## src/inc/power_mode_pkg.sv

```systemverilog
/*
 * power_mode_pkg: register offset, field positions, reset values, start-up
 * timer constants and state encodings for the power mode wake controller.
 * assumes: sys_clk at 100 MHz; start-up times given in microseconds.
 */
package power_mode_pkg;

    // ------------------------------------------------------------------
    // register map
    // ------------------------------------------------------------------
    localparam logic [7:0] PWR_CTRL_ADDR   = 8'h87;
    localparam logic [7:0] PWR_CTRL_RESET  = 8'h00;

    localparam int IDLE_BIT     = 0;
    localparam int PDOWN_BIT    = 1;
    localparam int SPARE_LO_BIT = 2;
    localparam int SPARE_HI_BIT = 3;
    localparam int COLD_BIT     = 4;
    localparam int WAKE_SEL_BIT = 5;
    localparam int FRAME_SEL_BIT = 6;
    localparam int BAUD_DBL_BIT = 7;

    // ------------------------------------------------------------------
    // timing
    // ------------------------------------------------------------------
    localparam int CLK_MHZ        = 100;
    localparam int SUT_MIN_US     = 16;
    localparam int SUT_MAX_US     = 16384;
    localparam int SUT_MIN_CYC    = SUT_MIN_US * CLK_MHZ;
    localparam int SUT_MAX_CYC    = SUT_MAX_US * CLK_MHZ;
    localparam int SUT_CNT_W      = 21;
    localparam int WARM_RST_CYC   = 2;

    // start-up time per fuse pair, internal RC / external clock (us)
    localparam int SUT_RC_US  [4] = '{16, 512, 1024, 4096};
    // start-up time per fuse pair, crystal oscillator (us)
    localparam int SUT_XTL_US [4] = '{1024, 2048, 4096, 16384};

    // ------------------------------------------------------------------
    // states
    // ------------------------------------------------------------------
    typedef enum logic [2:0] {
        ST_RUN      = 3'b000,
        ST_IDLE     = 3'b001,
        ST_PDOWN    = 3'b010,
        ST_WAKE_TMR = 3'b011,
        ST_WAKE_PIN = 3'b100,
        ST_RST_TMR  = 3'b101,
        ST_RST_HOLD = 3'b110,
        ST_RST_WARM = 3'b111
    } pm_state_t;

endpackage

```

## src/logic/startup_timer.sv

```systemverilog
/*
 * startup_timer: loadable down counter for the oscillator start-up wait.
 * assumes: start pulses one cycle; count length chosen by the caller.
 */
`timescale 1ns/100ps
module startup_timer
    import power_mode_pkg::*;
(
    // clock and reset
    input  wire logic                 sys_clk,
    input  wire logic                 sys_rst,
    input  wire logic                 clkEn,
    // control
    input  wire logic                 start,
    input  wire logic [SUT_CNT_W-1:0] length,
    // status
    output logic                      running,
    output logic                      expired
);
    typedef struct packed {
        logic [SUT_CNT_W-1:0] cnt;
        logic                 run;
        logic                 done;
    } tmr_t;

    tmr_t tmr_q;
    tmr_t tmr_d;

    always_comb begin
        tmr_d = tmr_q;
        tmr_d.done = 1'b0;
        if (start) begin
            tmr_d.cnt = length;
            tmr_d.run = 1'b1;
        end else if (tmr_q.run) begin
            if (tmr_q.cnt <= SUT_CNT_W'(1)) begin
                tmr_d.run  = 1'b0;
                tmr_d.done = 1'b1;
                tmr_d.cnt  = '0;
            end else begin
                tmr_d.cnt = tmr_q.cnt - SUT_CNT_W'(1);
            end
        end
    end

    always_ff @(posedge sys_clk) begin
        if (sys_rst) begin
            tmr_q <= '0;
        end else if (clkEn) begin
            tmr_q <= tmr_d;
        end
    end

    assign running = tmr_q.run;
    assign expired = tmr_q.done;
endmodule // startup_timer

```

## src/logic/power_mode_wake_controller.sv

```systemverilog
/*
 * power_mode_wake_controller: idle and power-down sequencing, wake-up
 * qualification, start-up timing and the power control register.
 * assumes: all pins synchronous to sys_clk; sys_rst is the warm reset;
 * coldRst marks a power-up reset; the core holds its own state while
 * its clock enable is low.
 */
// Implementation choice: strobed register access.
//
// Behaviour
// (RQ1) idle gates core clock, core keeps state
// (RQ2) idle freezes port pin drive levels
// (RQ3) timers, serial, spi, gpi clocked in idle
// (RQ4) comparator and watchdog idle run selectable
// (RQ5) enabled interrupt or reset ends idle
// (RQ6) power-down stops oscillator and flash
// (RQ7) power-down exits: reset, power-on, qualified interrupt
// (RQ8) int0/ext_irq_one_pin wake: enabled, level mode, not clock pin
// (RQ9) gp_irq_line_three wake: reset pin off, enabled, low level
// (RQ10) exit select 0: falling edge starts timer
// (RQ11) timer length from fuses; pin may rise
// (RQ12) exit select 1: core waits for pin rise
// (RQ13) far side holds pin low until stable
// (RQ14) reset pin fall wakes with start-up timer
// (RQ15) early reset release gives two-cycle reset
// (RQ16) bit 1 write starts power-down
// (RQ17) bit 0 write starts idle
// (RQ18) cold flag set by power-up only; a register write with bit 4 high also sets it
// (RQ19) start-up length from two fuses, clock type
// (RQ20) both bits: power-down; bits clear on exit
`timescale 1ns/100ps
module power_mode_wake_controller
    import power_mode_pkg::*;
(
    // clock, reset and clock enable
    input  wire logic       sys_clk,
    input  wire logic       sys_rst,
    input  wire logic       coldRst,
    input  wire logic       clkEn,
    // register port
    input  wire logic [7:0] regAddr,
    input  wire logic [7:0] regWrData,
    input  wire logic       regWrite,
    input  wire logic       regRead,
    output logic      [7:0] regRdData,
    // configuration fuses and options
    input  wire logic [1:0] sutFuse,
    input  wire logic       xtalSource,
    input  wire logic       resetPinEn,
    input  wire logic       clkUsesPinZero,
    input  wire logic       clkUsesPinOne,
    input  wire logic       cmpRunInIdle,
    input  wire logic       wdtRunInIdle,
    // interrupt configuration and requests
    input  wire logic       extIrqZeroEn,
    input  wire logic       extIrqZeroLevel,
    input  wire logic       extIrqOneEn,
    input  wire logic       extIrqOneLevel,
    input  wire logic       gpThreeEn,
    input  wire logic       gpThreeLowLevel,
    input  wire logic       anyIrqPending,
    // wake pins
    input  wire logic       extIrqZeroPin,
    input  wire logic       ext_irq_one_pin,
    input  wire logic       gp_irq_line_three,
    input  wire logic       resetPin_n,
    // port pins
    input  wire logic [7:0] portOutLive,
    output logic      [7:0] portOut,
    // clock, power and reset controls; serial mode bits
    output logic            cpuClkEn,
    output logic            periphClkEn,
    output logic            cmpClkEn,
    output logic            wdtClkEn,
    output logic            oscEn,
    output logic            flashPowerEn,
    output logic            coreRst,
    output logic            baudDoubler,
    output logic            frameErrorViewSelect
);

    // ------------------------------------------------------------------
    // state
    // ------------------------------------------------------------------
    typedef struct packed {
        pm_state_t  st;
        logic [7:0] pwrCtrl;
        logic [7:0] portHold;
        logic [7:0] rdData;
        logic       wakePinPrev;
        logic       rstPinPrev;
        logic       rstSeenHigh;
        logic [1:0] warmCnt;
    } pm_t;

    pm_t pm_q;
    pm_t pm_d;

    logic                 tmrStart;
    logic [SUT_CNT_W-1:0] tmrLength;
    logic                 tmrRunning;
    logic                 tmrExpired;
    logic                 wakeZero;
    logic                 wakeOne;
    logic                 wakeThree;
    logic                 wakeLevel;
    logic                 wakeFall;
    logic                 rstFall;
    int                   sutUs;

    // ------------------------------------------------------------------
    // wake qualification
    // ------------------------------------------------------------------
    // level mode only: edge flags need a running clock to latch
    assign wakeZero  = extIrqZeroEn & extIrqZeroLevel & ~clkUsesPinZero; // [RQ8]
    assign wakeOne   = extIrqOneEn & extIrqOneLevel & ~clkUsesPinOne; // [RQ8]
    assign wakeThree = ~resetPinEn & gpThreeEn & gpThreeLowLevel; // [RQ9]
    assign wakeLevel = ~((wakeZero & ~extIrqZeroPin) | (wakeOne & ~ext_irq_one_pin)
                       | (wakeThree & ~gp_irq_line_three));
    assign wakeFall  = pm_q.wakePinPrev & ~wakeLevel;
    assign rstFall   = resetPinEn & pm_q.rstPinPrev & ~resetPin_n;

    // ------------------------------------------------------------------
    // start-up length
    // ------------------------------------------------------------------
    always_comb begin
        sutUs = xtalSource ? SUT_XTL_US[sutFuse] : SUT_RC_US[sutFuse]; // [RQ19]
        tmrLength = SUT_CNT_W'(sutUs * CLK_MHZ); // [RQ11]
    end

    startup_timer u_sut (
        .sys_clk (sys_clk),
        .sys_rst (sys_rst),
        .clkEn   (clkEn),
        .start   (tmrStart),
        .length  (tmrLength),
        .running (tmrRunning),
        .expired (tmrExpired)
    );

    // ------------------------------------------------------------------
    // sequencer and register
    // ------------------------------------------------------------------
    always_comb begin
        pm_d = pm_q;
        tmrStart = 1'b0;
        pm_d.wakePinPrev = wakeLevel;
        pm_d.rstPinPrev  = resetPin_n;
        pm_d.rdData = (regRead && regAddr == PWR_CTRL_ADDR) ? pm_q.pwrCtrl : 8'h00;
        if (regWrite && regAddr == PWR_CTRL_ADDR) begin
            pm_d.pwrCtrl = regWrData; // [RQ18]
        end
        case (pm_q.st)
            ST_RUN: begin
                pm_d.portHold = portOutLive;
                // decode the value being written so entry follows the strobe directly
                if (pm_d.pwrCtrl[PDOWN_BIT]) begin
                    pm_d.st = ST_PDOWN; // [RQ16] [RQ20]
                end else if (pm_d.pwrCtrl[IDLE_BIT]) begin
                    pm_d.st = ST_IDLE; // [RQ17]
                end
            end
            ST_IDLE: begin
                if (anyIrqPending) begin
                    pm_d.st = ST_RUN; // [RQ5]
                    pm_d.pwrCtrl[IDLE_BIT] = 1'b0; // [RQ20]
                end
            end
            ST_PDOWN: begin
                if (rstFall) begin
                    pm_d.st = ST_RST_TMR; // [RQ14]
                    pm_d.rstSeenHigh = 1'b0;
                    // stale request bits would drop straight back into power-down
                    pm_d.pwrCtrl[PDOWN_BIT] = 1'b0;
                    pm_d.pwrCtrl[IDLE_BIT]  = 1'b0; // [RQ20]
                    tmrStart = 1'b1;
                end else if (wakeFall) begin
                    if (pm_q.pwrCtrl[WAKE_SEL_BIT]) begin
                        pm_d.st = ST_WAKE_PIN; // [RQ12]
                    end else begin
                        pm_d.st = ST_WAKE_TMR; // [RQ10]
                        tmrStart = 1'b1;
                    end
                end
            end
            ST_WAKE_TMR: begin
                // pin level no longer matters once timing began
                if (tmrExpired) begin
                    pm_d.st = ST_RUN; // [RQ11]
                    pm_d.pwrCtrl[PDOWN_BIT] = 1'b0;
                    pm_d.pwrCtrl[IDLE_BIT]  = 1'b0; // [RQ20]
                end
            end
            ST_WAKE_PIN: begin
                // relies on the source holding low past oscillator settle
                if (wakeLevel) begin
                    pm_d.st = ST_RUN; // [RQ12] [RQ13]
                    pm_d.pwrCtrl[PDOWN_BIT] = 1'b0;
                    pm_d.pwrCtrl[IDLE_BIT]  = 1'b0; // [RQ20]
                end
            end
            ST_RST_TMR: begin
                if (resetPin_n) begin
                    pm_d.rstSeenHigh = 1'b1;
                end
                if (tmrExpired) begin
                    if (pm_q.rstSeenHigh || resetPin_n) begin
                        pm_d.st = ST_RST_WARM; // [RQ15]
                        pm_d.warmCnt = 2'(WARM_RST_CYC - 1);
                    end else begin
                        pm_d.st = ST_RST_HOLD; // [RQ15]
                    end
                end
            end
            ST_RST_HOLD: begin
                if (resetPin_n) begin
                    pm_d.st = ST_RUN; // [RQ15]
                end
            end
            ST_RST_WARM: begin
                if (pm_q.warmCnt == 2'd0) begin
                    pm_d.st = ST_RUN;
                end else begin
                    pm_d.warmCnt = pm_q.warmCnt - 2'd1;
                end
            end
            default: begin
                pm_d.st = ST_RUN;
            end
        endcase
    end

    always_ff @(posedge sys_clk) begin
        if (sys_rst) begin
            pm_q <= '{st: ST_RUN, pwrCtrl: PWR_CTRL_RESET, portHold: 8'h00,
                      rdData: 8'h00, wakePinPrev: 1'b1, rstPinPrev: 1'b1,
                      rstSeenHigh: 1'b0, warmCnt: 2'd0};
        end else if (clkEn) begin
            pm_q <= pm_d;
            // warm reset clears cold flag; power-up sets it
            if (coldRst) begin
                pm_q.pwrCtrl[COLD_BIT] <= 1'b1; // [RQ18]
            end
        end
    end

    // ------------------------------------------------------------------
    // outputs
    // ------------------------------------------------------------------
    logic asleep;
    assign asleep       = pm_q.st != ST_RUN;
    assign cpuClkEn     = ~asleep; // [RQ1] [RQ5]
    assign portOut      = asleep ? pm_q.portHold : portOutLive; // [RQ2]
    assign periphClkEn  = pm_q.st != ST_PDOWN; // [RQ3]
    assign cmpClkEn     = (pm_q.st == ST_RUN) | ((pm_q.st == ST_IDLE) & cmpRunInIdle); // [RQ4]
    assign wdtClkEn     = (pm_q.st == ST_RUN) | ((pm_q.st == ST_IDLE) & wdtRunInIdle); // [RQ4]
    assign oscEn        = pm_q.st != ST_PDOWN; // [RQ6] [RQ7]
    assign flashPowerEn = pm_q.st != ST_PDOWN; // [RQ6]
    assign coreRst      = (pm_q.st == ST_RST_WARM) | (pm_q.st == ST_RST_HOLD); // [RQ15]
    assign regRdData    = pm_q.rdData;
    assign baudDoubler  = pm_q.pwrCtrl[BAUD_DBL_BIT];
    assign frameErrorViewSelect = pm_q.pwrCtrl[FRAME_SEL_BIT];
endmodule // power_mode_wake_controller

```

## config.mk

```make
export PLATFORM = sky130hd
export DESIGN_NAME = power_mode_wake_controller
export DESIGN_NICKNAME = d
export VERILOG_FILES = /design/src/inc/power_mode_pkg.sv /design/src/logic/startup_timer.sv /design/src/logic/power_mode_wake_controller.sv
export SDC_FILE = /design/constraint.sdc
export NUM_CORES = 1
export LEC_CHECK = 0
export BUFFER_PORTS_ARGS = -buffer_cell sky130_fd_sc_hd__clkbuf_2
export CAP_MARGIN = 20
export CORE_MARGIN = 4
export CORE_UTILIZATION = 25
export CTS_BUF_LIST = sky130_fd_sc_hd__clkbuf_8
export DETAILED_ROUTE_END_ITERATION = 6
export GPL_TIMING_DRIVEN = 0
export PLACE_DENSITY_LB_ADDON = 0.1
export SYNTH_ARGS = -nofsm -noshare
export SYNTH_HDL_FRONTEND = slang
export SYNTH_HIERARCHICAL = 1
export SYNTH_SLANG_ARGS = --single-unit
export TNS_END_PERCENT = 50
```

## constraint.sdc

```tcl
create_clock -name sys_clk -period 5 [get_ports sys_clk]
set_input_delay 0.25 -clock sys_clk [delete_from_list [all_inputs] [get_ports sys_clk]]
set_output_delay 0.25 -clock sys_clk [all_outputs]
set_load 0.01 [all_outputs]
```

# After elaboration in Yosys (flattened, before gate mapping)
# Index checks and enable logic that the tools add are counted.
totals:
  register_bits: 55
  in_bits: 49
  output_inout_bits: 25
  word_cells: 131
classes:
  n_addsub: 2
  n_mul: 1
  n_lt_le_gt_ge: 2
  eq_ne: 21
  muxes: 46
  bitwise_logic: 29
  reduce_logical: 17
ops:
  columns: ["operator", "count"]
  rows:
  - ["2-to-1 mux 32 bit", 5]
  - ["binary-select mux 32 bit (select 2 bit)", 2]
  - ["2-to-1 mux 3 bit", 11]
  - ["multiplier 32 x 6 -> 19 bit (second input constant)", 1]
  - ["case mux 3 bit (8 select lines)", 1]
  - ["2-to-1 mux 23 bit", 1]
  - ["2-to-1 mux 22 bit", 1]
  - ["<= comparator 21 x 1 -> 1 bit (second input constant)", 1]
  - ["2-to-1 mux 21 bit", 1]
  - ["subtractor 21 x 1 -> 21 bit (second input constant)", 1]
  - ["2-to-1 mux 8 bit", 2]
  - ["inequality test 2 bit (second input constant)", 8]
  - ["AND 1 bit", 14]
  - ["2-to-1 mux 2 bit", 7]
  - ["equality test 3 bit (second input constant)", 4]
  - ["2-to-1 mux 1 bit", 10]
  - ["NOT 1 bit", 9]
  - ["AND reduction 9 bit", 1]
  - ["equality test 8 bit (second input constant)", 1]
  - ["AND reduction 2 bit", 4]
  - ["nonzero test 2 bit", 4]
  - ["equality test 3 x 2 -> 1 bit (second input constant)", 2]
  - ["inequality test 3 bit (second input constant)", 2]
  - ["2-to-1 mux 5 bit", 1]
  - ["other kinds (18)", 24]

# Depth between registers and ports, before layout
# Gate-level depths: netlist of the first run.
logic_depth:
  depth_word: 11
  depth_mapped: 14
  depth_no_buf: 14

# Hierarchy
# Netlist of the first run, hierarchy kept.
modules_own_cells:
  columns: ["module", "n_inst", "cells_per_inst", "area_each_um2", "seq_area_each_um2"]
  rows:
  - ["power_mode_wake_controller", 1, 266, 2148.3, 640.6]
  - ["startup_timer", 1, 196, 1500.2, 460.4]

# Worst setup path after synthesis of the first run
# Ideal clock, no wire load.
synth_path:
  path_type: "input-to-reg"
  start: "input port sutFuse[0]"
  end: "register u_sut/tmr_q[20] (netlist name)"
  arrival_time_ns: 2.476
  required_ns: 4.885
  setup_slack_ns: 2.410
  stages: 13
  n_path_buf: 0
  cell_sequence: "nand2_1 > or2_2 > inv_1 > ha_1 > inv_1 > fa_1 > inv_1 > ha_1 > ha_1 > xor2_1 > nand2_1 > and3_1 > a2111oi_0"
synth_rtl:
  columns: ["element", "line_no", "source"]
  rows:
  - ["start, declared", "power_mode_wake_controller.sv:47", "input wire logic [1:0] sutFuse,"]
  - ["end signal, assigned", "startup_timer.sv:50", "tmr_q <= tmr_d;"]
  - ["end, declared", "startup_timer.sv:26", "tmr_t tmr_q;"]

# Worst setup path after layout of the first run
layout_path:
  start: "register pm_q[31] (netlist name)"
  end: "register u_sut/tmr_q[11] (netlist name)"
layout_between:
  elab_chain_len: 4
layout_rtl:
  columns: ["element", "line_no", "source"]
  rows:
  - ["start, declared", "power_mode_wake_controller.sv:96", "pm_t pm_q;"]
  - ["start signal, assigned", "power_mode_wake_controller.sv:235", "pm_q <= '{st: ST_RUN, pwrCtrl: PWR_CTRL_RESET, portHold: 8'h00,"]
  - ["start signal, assigned", "power_mode_wake_controller.sv:239", "pm_q <= pm_d;"]
  - ["equality test 3 x 2 -> 1 bit (*)", "power_mode_wake_controller.sv:153", "case (pm_q.st)"]
  - ["2-to-1 mux 1 bit (*)", "power_mode_wake_controller.sv:153", null]
  - ["named net tmrStart", "power_mode_wake_controller.sv:99", "logic tmrStart;"]
  - ["nonzero test 2 bit (no source line)", null, null]
  - ["AND reduction 2 bit (no source line)", null, null]
# Mark *: on every way through the listed nets, which the timed path passes. The rest lies on a longest branch.
# A chain may end at the register's enable or synchronous reset.

==> flow_summary.json, run 1 <==
{
  "status": "finished clean",
  "num_antenna_cells": 0,
  "n_fill_cell": 1564,
  "crit_type": "reg2reg",
  "io_pins": 74,
  "core_area_mm2": 0.0141,
  "overflow": 0,
  "period_minus_slack_ps": 2890,
  "worstPathArrival_ps": 3110,
  "cts-root-buf": "clkbuf_8",
  "regArea_mm2": 0.00110,
  "cpMaxStageDelayCell": "o21ai_1",
  "start_util_pct": 25.9,
  "initialDrtViolationCount": 148,
  "firstDrtPassIters": 4,
  "nNetsFinal": 616,
  "cp_cell_sequence": "clkbuf_1 -> nand2b_1 -> nor2_1 -> o21ai_1 -> clkbuf_1 -> nor3_1 -> a32oi_1 -> a31oi_1",
  "yosysWarnings": 6,
  "cts_buffers": 5,
  "maxCapViolCount": 0,
  "setup-tns-final_ps": 0,
  "cts_resized": 0,
  "power_uw": 1480,
  "comb_power_share_pct": 46.1,
  "synthAdderAreaFrac_pct": 6.38,
  "slew_headroom_pct": 33.2,
  "cts_sinks": 55,
  "finalHoldViolations": 0,
  "ys_seq_area_share_pct": 30.2,
  "path_clk_slew_ps": 130,
  "cts_tree": "done",
  "synth-seq-cells": 55,
  "htreeDepth": 2,
  "numPortBuffers": 73,
  "final_antenna_net_count": 0,
  "dieArea_mm2": 0.0166,
  "synth-async-reset-ratio_pct": 0,
  "multi_input_area_mm2": 0.00228,
  "p_leak_uw": 0.00179,
  "cpMostUsedCell": "clkbuf_1",
  "fp.dieH_um": 129,
  "vdd_drop_max_v": 0.000173,
  "r2r_end": "u_sut/tmr_q[11]$_SDFFE_PP0P_",
  "synth_edf_count": 0,
  "drive_above_1_share_pct": 20.9,
  "std_cell_rows": 43,
  "cellPowerDensity_mw_per_mm2": 340,
  "ys.flop_type": "dfxtp_1",
  "worstMarginPinSlew_ps": 994,
  "finalClockSkew_ps": 23.7,
  "grt_max_degree": 21,
  "finalCritPeriodShare_pct": 57.7,
  "cp-endpoint": "u_sut/tmr_q[11]$_SDFFE_PP0P_",
  "max_stage_delay_ps": 610,
  "synth_compound_gate_area_share_pct": 24.3,
  "p_seq_share_pct": 33.7,
  "hold_buffers": 0,
  "rsz0062_at_grt": "no",
  "wirelength_um": 11600,
  "synth_cell_types": 65,
  "hp-class": "in2reg",
  "hpwl_um": 8620,
  "critPathLaunch": "pm_q[31]$_SDFFE_PP0P_",
  "fp.dieW_um": 129,
  "synth_cells": 462,
  "syn_avg_cell_area_um2": 7.90,
  "intPower_uw": 863,
  "drc_errors": 0,
  "path_buf_inv": 2,
  "synthMuxAreaShare_pct": 3.64,
  "antenna_found_initial": 0,
  "netSwitchingFraction_pct": 41.9,
  "syn2layout_area_growth_pct": 19.7,
  "clock_latency_ps": 350,
  "synthSimpleGateAreaFrac_pct": 26.1,
  "synth_top_family_by_area": "simple AND/OR/NAND/NOR gates",
  "fmax_ghz": 0.347,
  "placed_area_mm2": 0.00427,
  "synthXorXnorAreaFrac_pct": 1.20,
  "grt.total_usage_pct": 13.9,
  "cts_max_path_buffers": 2,
  "p_sw_uw": 621,
  "crit_required_ps": 5230,
  "critPathMaxFanout": 10,
  "clkPwrFrac_pct": 20.2,
  "route.vias.total": 3681,
  "grt_pass1_wl_um": 18400,
  "final_cell_area_mm2": 0.00437,
  "grt_pass1_vias": 3627,
  "finalMaxSlewViolations": 0,
  "startpoint_type": "flip-flop",
  "worstSetupEndpointType": "flip-flop",
  "cpLargestDelayFamily": "compound AO/OA/AOI/OAI gates",
  "reg2reg_from": "pm_q[31]$_SDFFE_PP0P_",
  "vias_per_cell": 5.04,
  "wl_per_cell_um": 15.9,
  "post_cts_buffers": 0,
  "synth_area_mm2": 0.00365,
  "path_depth": 8,
  "ff2ff_setup_slack_ps": 2110,
  "routabilityCongestion": 0.800,
  "setup_viol": 0,
  "timing.reg2reg.worst_path_depth": 8
}
-- synth_stat cells, drive strengths merged, types with 5 or more instances --
cell type,instances,share of area [%]
a21oi,36,5.0
a22oi,7,1.4
a31oi,13,2.2
a32oi,8,1.9
and2,5,0.86
and3,5,0.86
buf,17,3.3
clkbuf,19,2.0
dfxtp,55,30
ha,17,5.8
inv,28,2.9
mux2,10,3.1
nand2,51,5.5
nand2b,7,1.2
nand3,16,2.2
nand4,5,0.86
nor2,32,3.3
nor2b,13,2.2
nor3,13,2.1
nor4,12,2.5
o211ai,6,1.2
o21a,5,1.0
o21ai,13,1.8
o32ai,7,1.7
-- worst min path at each step --
stage	start	endpoint	slack [ps]	cells after the start
after CTS	portOutLive[2]	pm_q[15]$_SDFFE_PP0P_	110	3
after floorplan	sys_rst	pm_q[22]$_SDFFE_PP0P_	350	1
final	portOutLive[6]	pm_q[19]$_SDFFE_PP0P_	120	3
after global placement	pm_q[16]$_SDFFE_PP0P_	pm_q[16]$_SDFFE_PP0P_	440	2
after detailed placement	pm_q[18]$_SDFFE_PP0P_	pm_q[18]$_SDFFE_PP0P_	450	2
after global routing	portOutLive[2]	pm_q[15]$_SDFFE_PP0P_	110	3
-- metrics by stage --
step	instances	setup WS, ps	hold WS, ps	utilization (%)
final	730	2110	117	31.0
after global placement	722	2020	440	30.3
after floorplan	469	2410	350	-
after CTS	730	2120	108	31.0
after global routing	730	1850	110	31.0
after detailed placement	722	1980	451	30.3
-- worst register-to-register path, stage by stage, from the launching register on --
cell	delay (ps)
dfxtp_1	400
clkbuf_1	380
nand2b_1	340
nor2_1	160
o21ai_1	620
clkbuf_1	490
nor3_1	90
a32oi_1	210
a31oi_1	90
-- placed cells by master, fill, tap and decap left out, types with 8 or more instances in the layout --
| cell type | netlist | final |
|---|---|---|
| a21oi_1 | 35 | 35 |
| a31oi_1 | 13 | 13 |
| a32oi_1 | 8 | 8 |
| buf_4 | 10 | 10 |
| clkbuf_1 | 19 | 19 |
| clkbuf_2 | 0 | 73 |
| conb_1 | 1 | 8 |
| dfxtp_1 | 55 | 55 |
| ha_1 | 17 | 17 |
| inv_1 | 28 | 28 |
| mux2_2 | 10 | 10 |
| nand2_1 | 50 | 50 |
| nand3_1 | 16 | 16 |
| nor2_1 | 32 | 32 |
| nor2b_1 | 13 | 13 |
| nor3_1 | 12 | 12 |
| nor4_1 | 11 | 11 |
| o21ai_0 | 11 | 11 |
-- state kept, by name (all words and copies together) (netlist names) --
register and count:
u_sut/tmr_q 21, u_sut/expired 1, u_sut/running 1, frameErrorViewSelect 1
regRdData 8, baudDoubler 1, pm_q 22
-- power by group through the flow --
| stage | Combinational [µW] | Sequential [µW] | Clock (µW) |
|---|---|---|---|
| final | 685 | 499 | 300 |
| after CTS | 692 | 499 | 310 |
| after floorplan | 475 | 501 | 0 |
| after global routing | 767 | 505 | 326 |
| after global placement | 688 | 507 | 0 |
| after detailed placement | 687 | 509 | 0 |
-- layer usage --
| metal | track usage, % | vias to the layer above | part of all wire [%] |
|---|---|---|---|
| li1 | - | 1860 | - |
| met1 | 18.2 | 1729 | 48 |
| met2 | 22.9 | 82 | 46 |
| met3 | 3.36 | 10 | 5.1 |
| met4 | 3.83 | 0 | 1.1 |
| met5 | 0 | - | 0 |
-- kinds of logic after synthesis --
group / Yosys count
AND/OR/NAND/NOR: 178
AO/OA/AOI/OAI: 129
buffers and inverters: 64
flip-flops: 55
adder cells (fa/ha/maj): 18
multiplexers: 12
XOR/XNOR: 5
other: 1
-- final cells by class --
| type | count | share of cell area, % |
|---|---|---|
| Timing Repair Buffer | 73 | 8.37 |
| Sequential cell | 55 | 25.2 |
| Buffer | 36 | 4.41 |
| Multi-Input combinational cell | 350 | 52.1 |
| Clock buffer | 5 | 1.58 |
| Tap cell | 180 | 5.16 |
| Inverter | 28 | 2.41 |
| Clock inverter | 3 | 0.717 |
Note: power is estimated with default switching activity, not from simulation.
==> run 2: changes to the inputs <==
ABC_AREA = 1   (was unset)
clock period = 2.4 ns   (was 5 ns; I/O delays follow)
==> run 2 against run 1 <==
Non-clock buffer count shrank 8. Via count increased by 1.7%. Clock power grew 110%. Area after synthesis rose by 3.4%. Design area up 3.7%. First-iteration DRC count up 53%. Critical endpoint is now u_sut/tmr_q[5]$_SDFFE_PP0P_. Highest routed layer unchanged. Final cell count up 14%.
==> flow_summary.json, run 2 <==
{
  "status": "finished clean",
  "power_uw": 3950,
  "n_fill_cell": 1678,
  "ys_seq_area_share_pct": 29.2,
  "synthSimpleGateAreaFrac_pct": 29.5,
  "largest_reg_flops": 22,
  "finalCritPeriodShare_pct": 90.8,
  "comb_power_share_pct": 54.9,
  "cellPowerDensity_mw_per_mm2": 873,
  "cts_tree": "done",
  "core_area_mm2": 0.0146,
  "synth_area_mm2": 0.00377,
  "grt.total_usage_pct": 12.8,
  "worstMarginPinSlew_ps": 663,
  "synth-seq-cells": 55,
  "worstSetupEndpointType": "flip-flop",
  "top_register": "pm_q",
  "intPower_uw": 2050,
  "synth_top_family_by_area": "simple AND/OR/NAND/NOR gates",
  "num_antenna_cells": 0,
  "dieArea_mm2": 0.0171,
  "firstDrtPassIters": 4,
  "nNetsFinal": 717,
  "critPathMaxFanout": 10,
  "final_common_cell": "nand2_1",
  "hpwl_um": 8220,
  "reg2reg_from": "pm_q[30]$_SDFFE_PP0P_",
  "drc_errors": 0,
  "synthXorXnorAreaFrac_pct": 3.71,
  "initialDrtViolationCount": 226,
  "path_clk_slew_ps": 130,
  "setup_viol": 0,
  "cts-root-buf": "clkbuf_8",
  "route.vias.total": 3742,
  "vias_per_cell": 4.48,
  "fp.dieW_um": 131,
  "maxCapViolCount": 0,
  "finalMaxSlewViolations": 0,
  "cts_max_path_buffers": 2,
  "layout_common_cells": "98 x nand2_1, 75 x clkbuf_2, 62 x inv_1, 62 x nor2_1, 54 x dfxtp_1",
  "wl_per_cell_um": 12.5,
  "fp.dieH_um": 131,
  "worst_hold_slack_ps": 13.8,
  "vdd_drop_max_v": 0.000450,
  "yosysWarnings": 6,
  "worstPathArrival_ps": 2420,
  "grt_pass1_wl_um": 17500,
  "startpoint_type": "flip-flop",
  "drive_above_1_share_pct": 24.7,
  "grt_pass1_vias": 3610,
  "synth-async-reset-ratio_pct": 0,
  "p_seq_share_pct": 29.3,
  "synth_edf_count": 0,
  "ff2ff_setup_slack_ps": 220,
  "finalClockSkew_ps": 14.4,
  "slew_headroom_pct": 55.8,
  "yosys.area.top_type": "dfxtp_1",
  "netSwitchingFraction_pct": 48.0,
  "ys.flop_type": "dfxtp_1",
  "std_cell_rows": 44,
  "period_minus_slack_ps": 2180,
  "syn_avg_cell_area_um2": 6.71,
  "critPathLaunch": "pm_q[30]$_SDFFE_PP0P_",
  "synth_top_area_share_pct": 29.2,
  "fmax_ghz": 0.459,
  "p_leak_uw": 0.00223,
  "cp-endpoint": "u_sut/tmr_q[5]$_SDFFE_PP0P_",
  "final_antenna_net_count": 0,
  "synth.most_common_cell": "nand2_1",
  "syn2layout_area_growth_pct": 20.0,
  "cts_sinks": 55,
  "htreeDepth": 2,
  "r2r_end": "u_sut/tmr_q[5]$_SDFFE_PP0P_",
  "rsz0062_at_grt": "no",
  "synth_cell_types": 41,
  "clock_latency_ps": 350,
  "finalHoldViolations": 0,
  "crit_required_ps": 2640,
  "grt_max_degree": 21,
  "wirelength_um": 10500,
  "p_sw_uw": 1900,
  "synth_cells": 562,
  "overflow": 0,
  "clkPwrFrac_pct": 15.8,
  "io_pins": 74,
  "synth_common_cells": "99 x nand2_1, 62 x inv_1, 62 x nor2_1",
  "antenna_found_initial": 0,
  "synth.area.top_cells": "dfxtp_1 29%, nand2_1 9.9%, a21oi_1 6.5%",
  "numPortBuffers": 73,
  "synthAdderAreaFrac_pct": 6.17,
  "cts_buffers": 5,
  "final_util_pct": 30.9,
  "routabilityCongestion": 0.864,
  "crit_type": "reg2reg",
  "timing.reg2reg.worst_path_depth": 12,
  "synthMuxAreaShare_pct": 0,
  "synth_compound_gate_area_share_pct": 19.9,
  "start_util_pct": 25.8,
  "hp-class": "in2reg"
}
[run 2: cell types whose count changed after synthesis, sizes merged, moves of 9 or more]
| cell | delta |
|---|---|
| a21oi | +25 |
| o21ai | +49 |
| nand2 | +61 |
| nor2b | -13 |
| inv | +41 |
| a31oi | -11 |
| nor2 | +47 |
| nand3 | +20 |
| mux2 | -10 |
| nor4 | -12 |
| clkbuf | -9 |
| xor2 | +11 |
[run 2: critical path: stages, from the launching register on]
cell     delay (ps)
dfxtp_2         390
inv_2            80
nor3_4          210
buf_4           160
nand2_1          40
o21ai_0         160
buf_4           180
nand2_1         100
nand2_2         150
inv_2           120
buf_2           230
a21oi_1         180
a21oi_2          70
[run 2: metrics by stage]
stage          setup slack (ps)  setup TNS [ps]  cells  cell area (µm²)
6_report                    220               0    835             4530
5_1_grt                    17.5               0    835             4530
3_5_place_dp               -371           -1560    826             4390
4_1_cts                    10.7               0    834             4500
2_1_floorplan               111               0    569             3800
3_3_place_gp               -360           -2520    826             4390
[run 2: worst min-delay path by stage]
stage	startpoint	to	slack, ps	cells past startpoint
floorplan	sys_rst	u_sut/expired$_SDFFE_PP0P_	190	1
global placement	regWrData[7]	baudDoubler$_SDFFE_PP0P_	380	3
detailed placement	regWrData[7]	baudDoubler$_SDFFE_PP0P_	390	3
CTS	regWrData[7]	baudDoubler$_SDFFE_PP0P_	9	3
global route	regWrData[6]	frameErrorViewSelect$_SDFFE_PP0P_	20	3
finish	regWrData[7]	baudDoubler$_SDFFE_PP0P_	10	3
[run 2: area by class of cell]
type	count	area, µm²	share of cell area (%)
Inverter	70	265	5.86
Buffer	27	170	3.76
Timing Repair Buffer	74	373	8.24
Sequential cell	55	1100	24.4
Tap cell	184	230	5.09
Multi-Input combinational cell	417	2280	50.5
Clock buffer	5	68.8	1.52
Clock inverter	3	31.3	0.691
[run 2: what timing repair did]
| item | 4_1_cts | 5_1_grt |
|---|---|---|
| buffers inserted | 0 | 1 |
| endpoints found under the setup margin | 20 | 20 |
| pin swaps | 0 | 1 |
| resized for setup | 3 | 5 |
| hold endpoints to repair | 0 | 0 |
| hold buffers | 0 | 0 |
[run 2: layer usage]
layer,share of wire [%],track usage (%)
met1,47,16.6
met2,49,21.9
met5,0,0
met4,1.1,3.57
met3,3.2,2.48
[run 2: cells by family after synthesis]
family | count (synthesis)
xor gates and xnor gates | 16
DFF | 55
AOI/OAI and AO/OA | 135
buffers and inverters | 97
and+or+nand+nor | 240
other | 1
adders and majority gates | 18
[run 2: power by group through the flow]
| stage | combinational, µW | clock, µW | sequential (µW) |
|---|---|---|---|
| floorplan | 1600 | 0 | 1140 |
| global placement | 2160 | 0 | 1170 |
| detailed placement | 2150 | 0 | 1170 |
| CTS | 2170 | 657 | 1160 |
| global route | 2460 | 688 | 1180 |
| finish | 2170 | 623 | 1160 |
==> run 3: changes to the inputs <==
CORE_MARGIN = 3   (was 4)
==> run 3 against run 2 <==
Maximum frequency fell by 1.8%. Design area rose by 0.22%. Critical path depth rose by 2. Non-clock buffer count rose by 1. Routed wire length fell by 1.0%. Critical path type is now in2reg. Largest cell class unchanged. Highest routed layer unchanged.
==> flow_summary.json, run 3 (synthesis results as in run 2) <==
{
  "route.vias.total": 3732,
  "critPathMaxFanout": 6,
  "overflow": 0,
  "maxCapViolCount": 0,
  "cellPowerDensity_mw_per_mm2": 867,
  "grt.total_usage_pct": 12.6,
  "cts-root-buf": "clkbuf_8",
  "p_leak_uw": 0.00224,
  "nNetsFinal": 718,
  "rsz0062_at_grt": "no",
  "firstDrtPassIters": 4,
  "path_clk_slew_ps": 120,
  "placed_area_mm2": 0.00439,
  "worstPathArrival_ps": 2450,
  "finalClockSkew_ps": 8.02,
  "std_cell_rows": 44,
  "fp.dieH_um": 129,
  "setup_viol": 0,
  "worstSetupEndpointType": "flip-flop",
  "instances_no_fill": 836,
  "wl_per_cell_um": 12.4,
  "power_uw": 3930,
  "hold_end": "pm_q[24]$_SDFFE_PP0P_",
  "io_pins": 74,
  "dp_slack_ps": -412,
  "vias_per_cell": 4.46,
  "core_area_mm2": 0.0146,
  "cts_tree": "done",
  "syn2layout_area_growth_pct": 20.2,
  "initialDrtViolationCount": 226,
  "finalMaxSlewViolations": 0,
  "dieArea_mm2": 0.0166,
  "status": "finished clean",
  "final_common_cell": "nand2_1",
  "hold_buffers": 0,
  "antenna_found_initial": 0,
  "layout_common_cells": "98 x nand2_1, 76 x clkbuf_2, 62 x inv_1, 62 x nor2_1, 54 x dfxtp_1",
  "final_cell_area_mm2": 0.00454,
  "final_antenna_net_count": 0,
  "min-delay-start": "regWrData[3]",
  "cts_max_path_buffers": 2,
  "top_register": "pm_q",
  "numPortBuffers": 73,
  "startpoint_type": "primary input",
  "crit_type": "in2reg",
  "hpwl_um": 8120,
  "cts_buffers": 5,
  "n_fill_cell": 1639,
  "fmax_ghz": 0.451,
  "cts_sinks": 55,
  "ff2ff_setup_slack_ps": 240,
  "grt_max_degree": 21,
  "r2r_end": "u_sut/tmr_q[15]$_SDFFE_PP0P_",
  "grt_pass1_vias": 3600,
  "finalHoldViolations": 0,
  "vdd_drop_max_v": 0.000418,
  "hold_path_depth": 3,
  "dp.cells": 826,
  "drive_above_1_share_pct": 24.8,
  "fp.dieW_um": 129,
  "setup-tns-final_ps": 0,
  "start_util_pct": 25.8,
  "slew_headroom_pct": 58.2,
  "clock_latency_ps": 330,
  "grt_pass1_wl_um": 17100,
  "routabilityCongestion": 0.843,
  "timing.reg2reg.worst_path_depth": 13,
  "worstMarginPinSlew_ps": 623,
  "drc_errors": 0,
  "setup_ws_ps": 181,
  "largest_reg_flops": 22,
  "finalCritPeriodShare_pct": 92.5,
  "crit_required_ps": 2630,
  "htreeDepth": 2,
  "hp-class": "in2reg",
  "reg2reg_from": "pm_q[30]$_SDFFE_PP0P_",
  "num_antenna_cells": 0,
  "wirelength_um": 10400,
  "period_minus_slack_ps": 2220
}
-- run 3: final cells by class --
type / count / area [µm²] / share of cell area (%)
repair buffers: 75 / 380 / 8.39
clock inverters: 3 / 31.3 / 0.690
inverters: 70 / 265 / 5.85
plain buffers: 27 / 171 / 3.78
clock buffers: 5 / 68.8 / 1.52
well taps: 184 / 230 / 5.08
flip-flops and latches: 55 / 1100 / 24.3
multi-input cells: 417 / 2290 / 50.4
-- run 3: worst max-delay path by stage --
stage | start | end | slack, ps | cells past startpoint
after floorplan | xtalSource | u_sut/tmr_q[22]$_SDFFE_PP0P_ | 110 | 13
after global placement | xtalSource | u_sut/tmr_q[22]$_SDFFE_PP0P_ | -360 | 14
after detailed placement | xtalSource | u_sut/tmr_q[22]$_SDFFE_PP0P_ | -410 | 14
after CTS | pm_q[30]$_SDFFE_PP0P_ | u_sut/tmr_q[22]$_SDFFE_PP0P_ | 2 | 13
after global routing | xtalSource | u_sut/tmr_q[22]$_SDFFE_PP0P_ | 4 | 14
final | xtalSource | u_sut/tmr_q[22]$_SDFFE_PP0P_ | 180 | 14
-- run 3: per-stage QoR --
| step | util [%] | hold slack [ps] |
|---|---|---|
| after floorplan | - | 189 |
| after global placement | 30.0 | 379 |
| after detailed placement | 30.0 | 388 |
| after CTS | 30.8 | 26.3 |
| after global routing | 31.0 | 40.7 |
| final | 31.0 | 46.0 |
-- run 3: what timing repair did --
item / 4_1_cts / 5_1_grt
endpoints found under the hold margin: 0 / 0
buffers inserted: 0 / 2
gates resized for setup: 4 / 7
pin swaps: 0 / 1
gates cloned: 0 / 0
endpoints found under the setup margin: 20 / 21
-- run 3: report_power, final --
group | switching (µW) | total (µW) | internal [µW]
registers | 114 | 1160 | 1040
clock network | 380 | 604 | 224
logic | 1380 | 2170 | 791
total | 1870 | 3930 | 2060
-- run 3: worst max-delay path, stage by stage --
cell and delay, ps:
clkbuf_2 140, inv_1 90, nor3_2 330, ha_1 200, inv_1 50, fa_1 530, inv_1 40, ha_1 210
ha_1 210, nand3_1 80, nand2_1 60, xor2_1 140, a21oi_1 180, a21oi_2 70
-- run 3: layer usage --
layer  track usage (%)  part of all wire [%]  up-vias
li1                  -                     -     1996
met1              16.1                    47     1666
met2              22.3                    49       61
met3              2.08                   3.2        9
met4              2.78                   1.1        0
met5                 0                     0        -
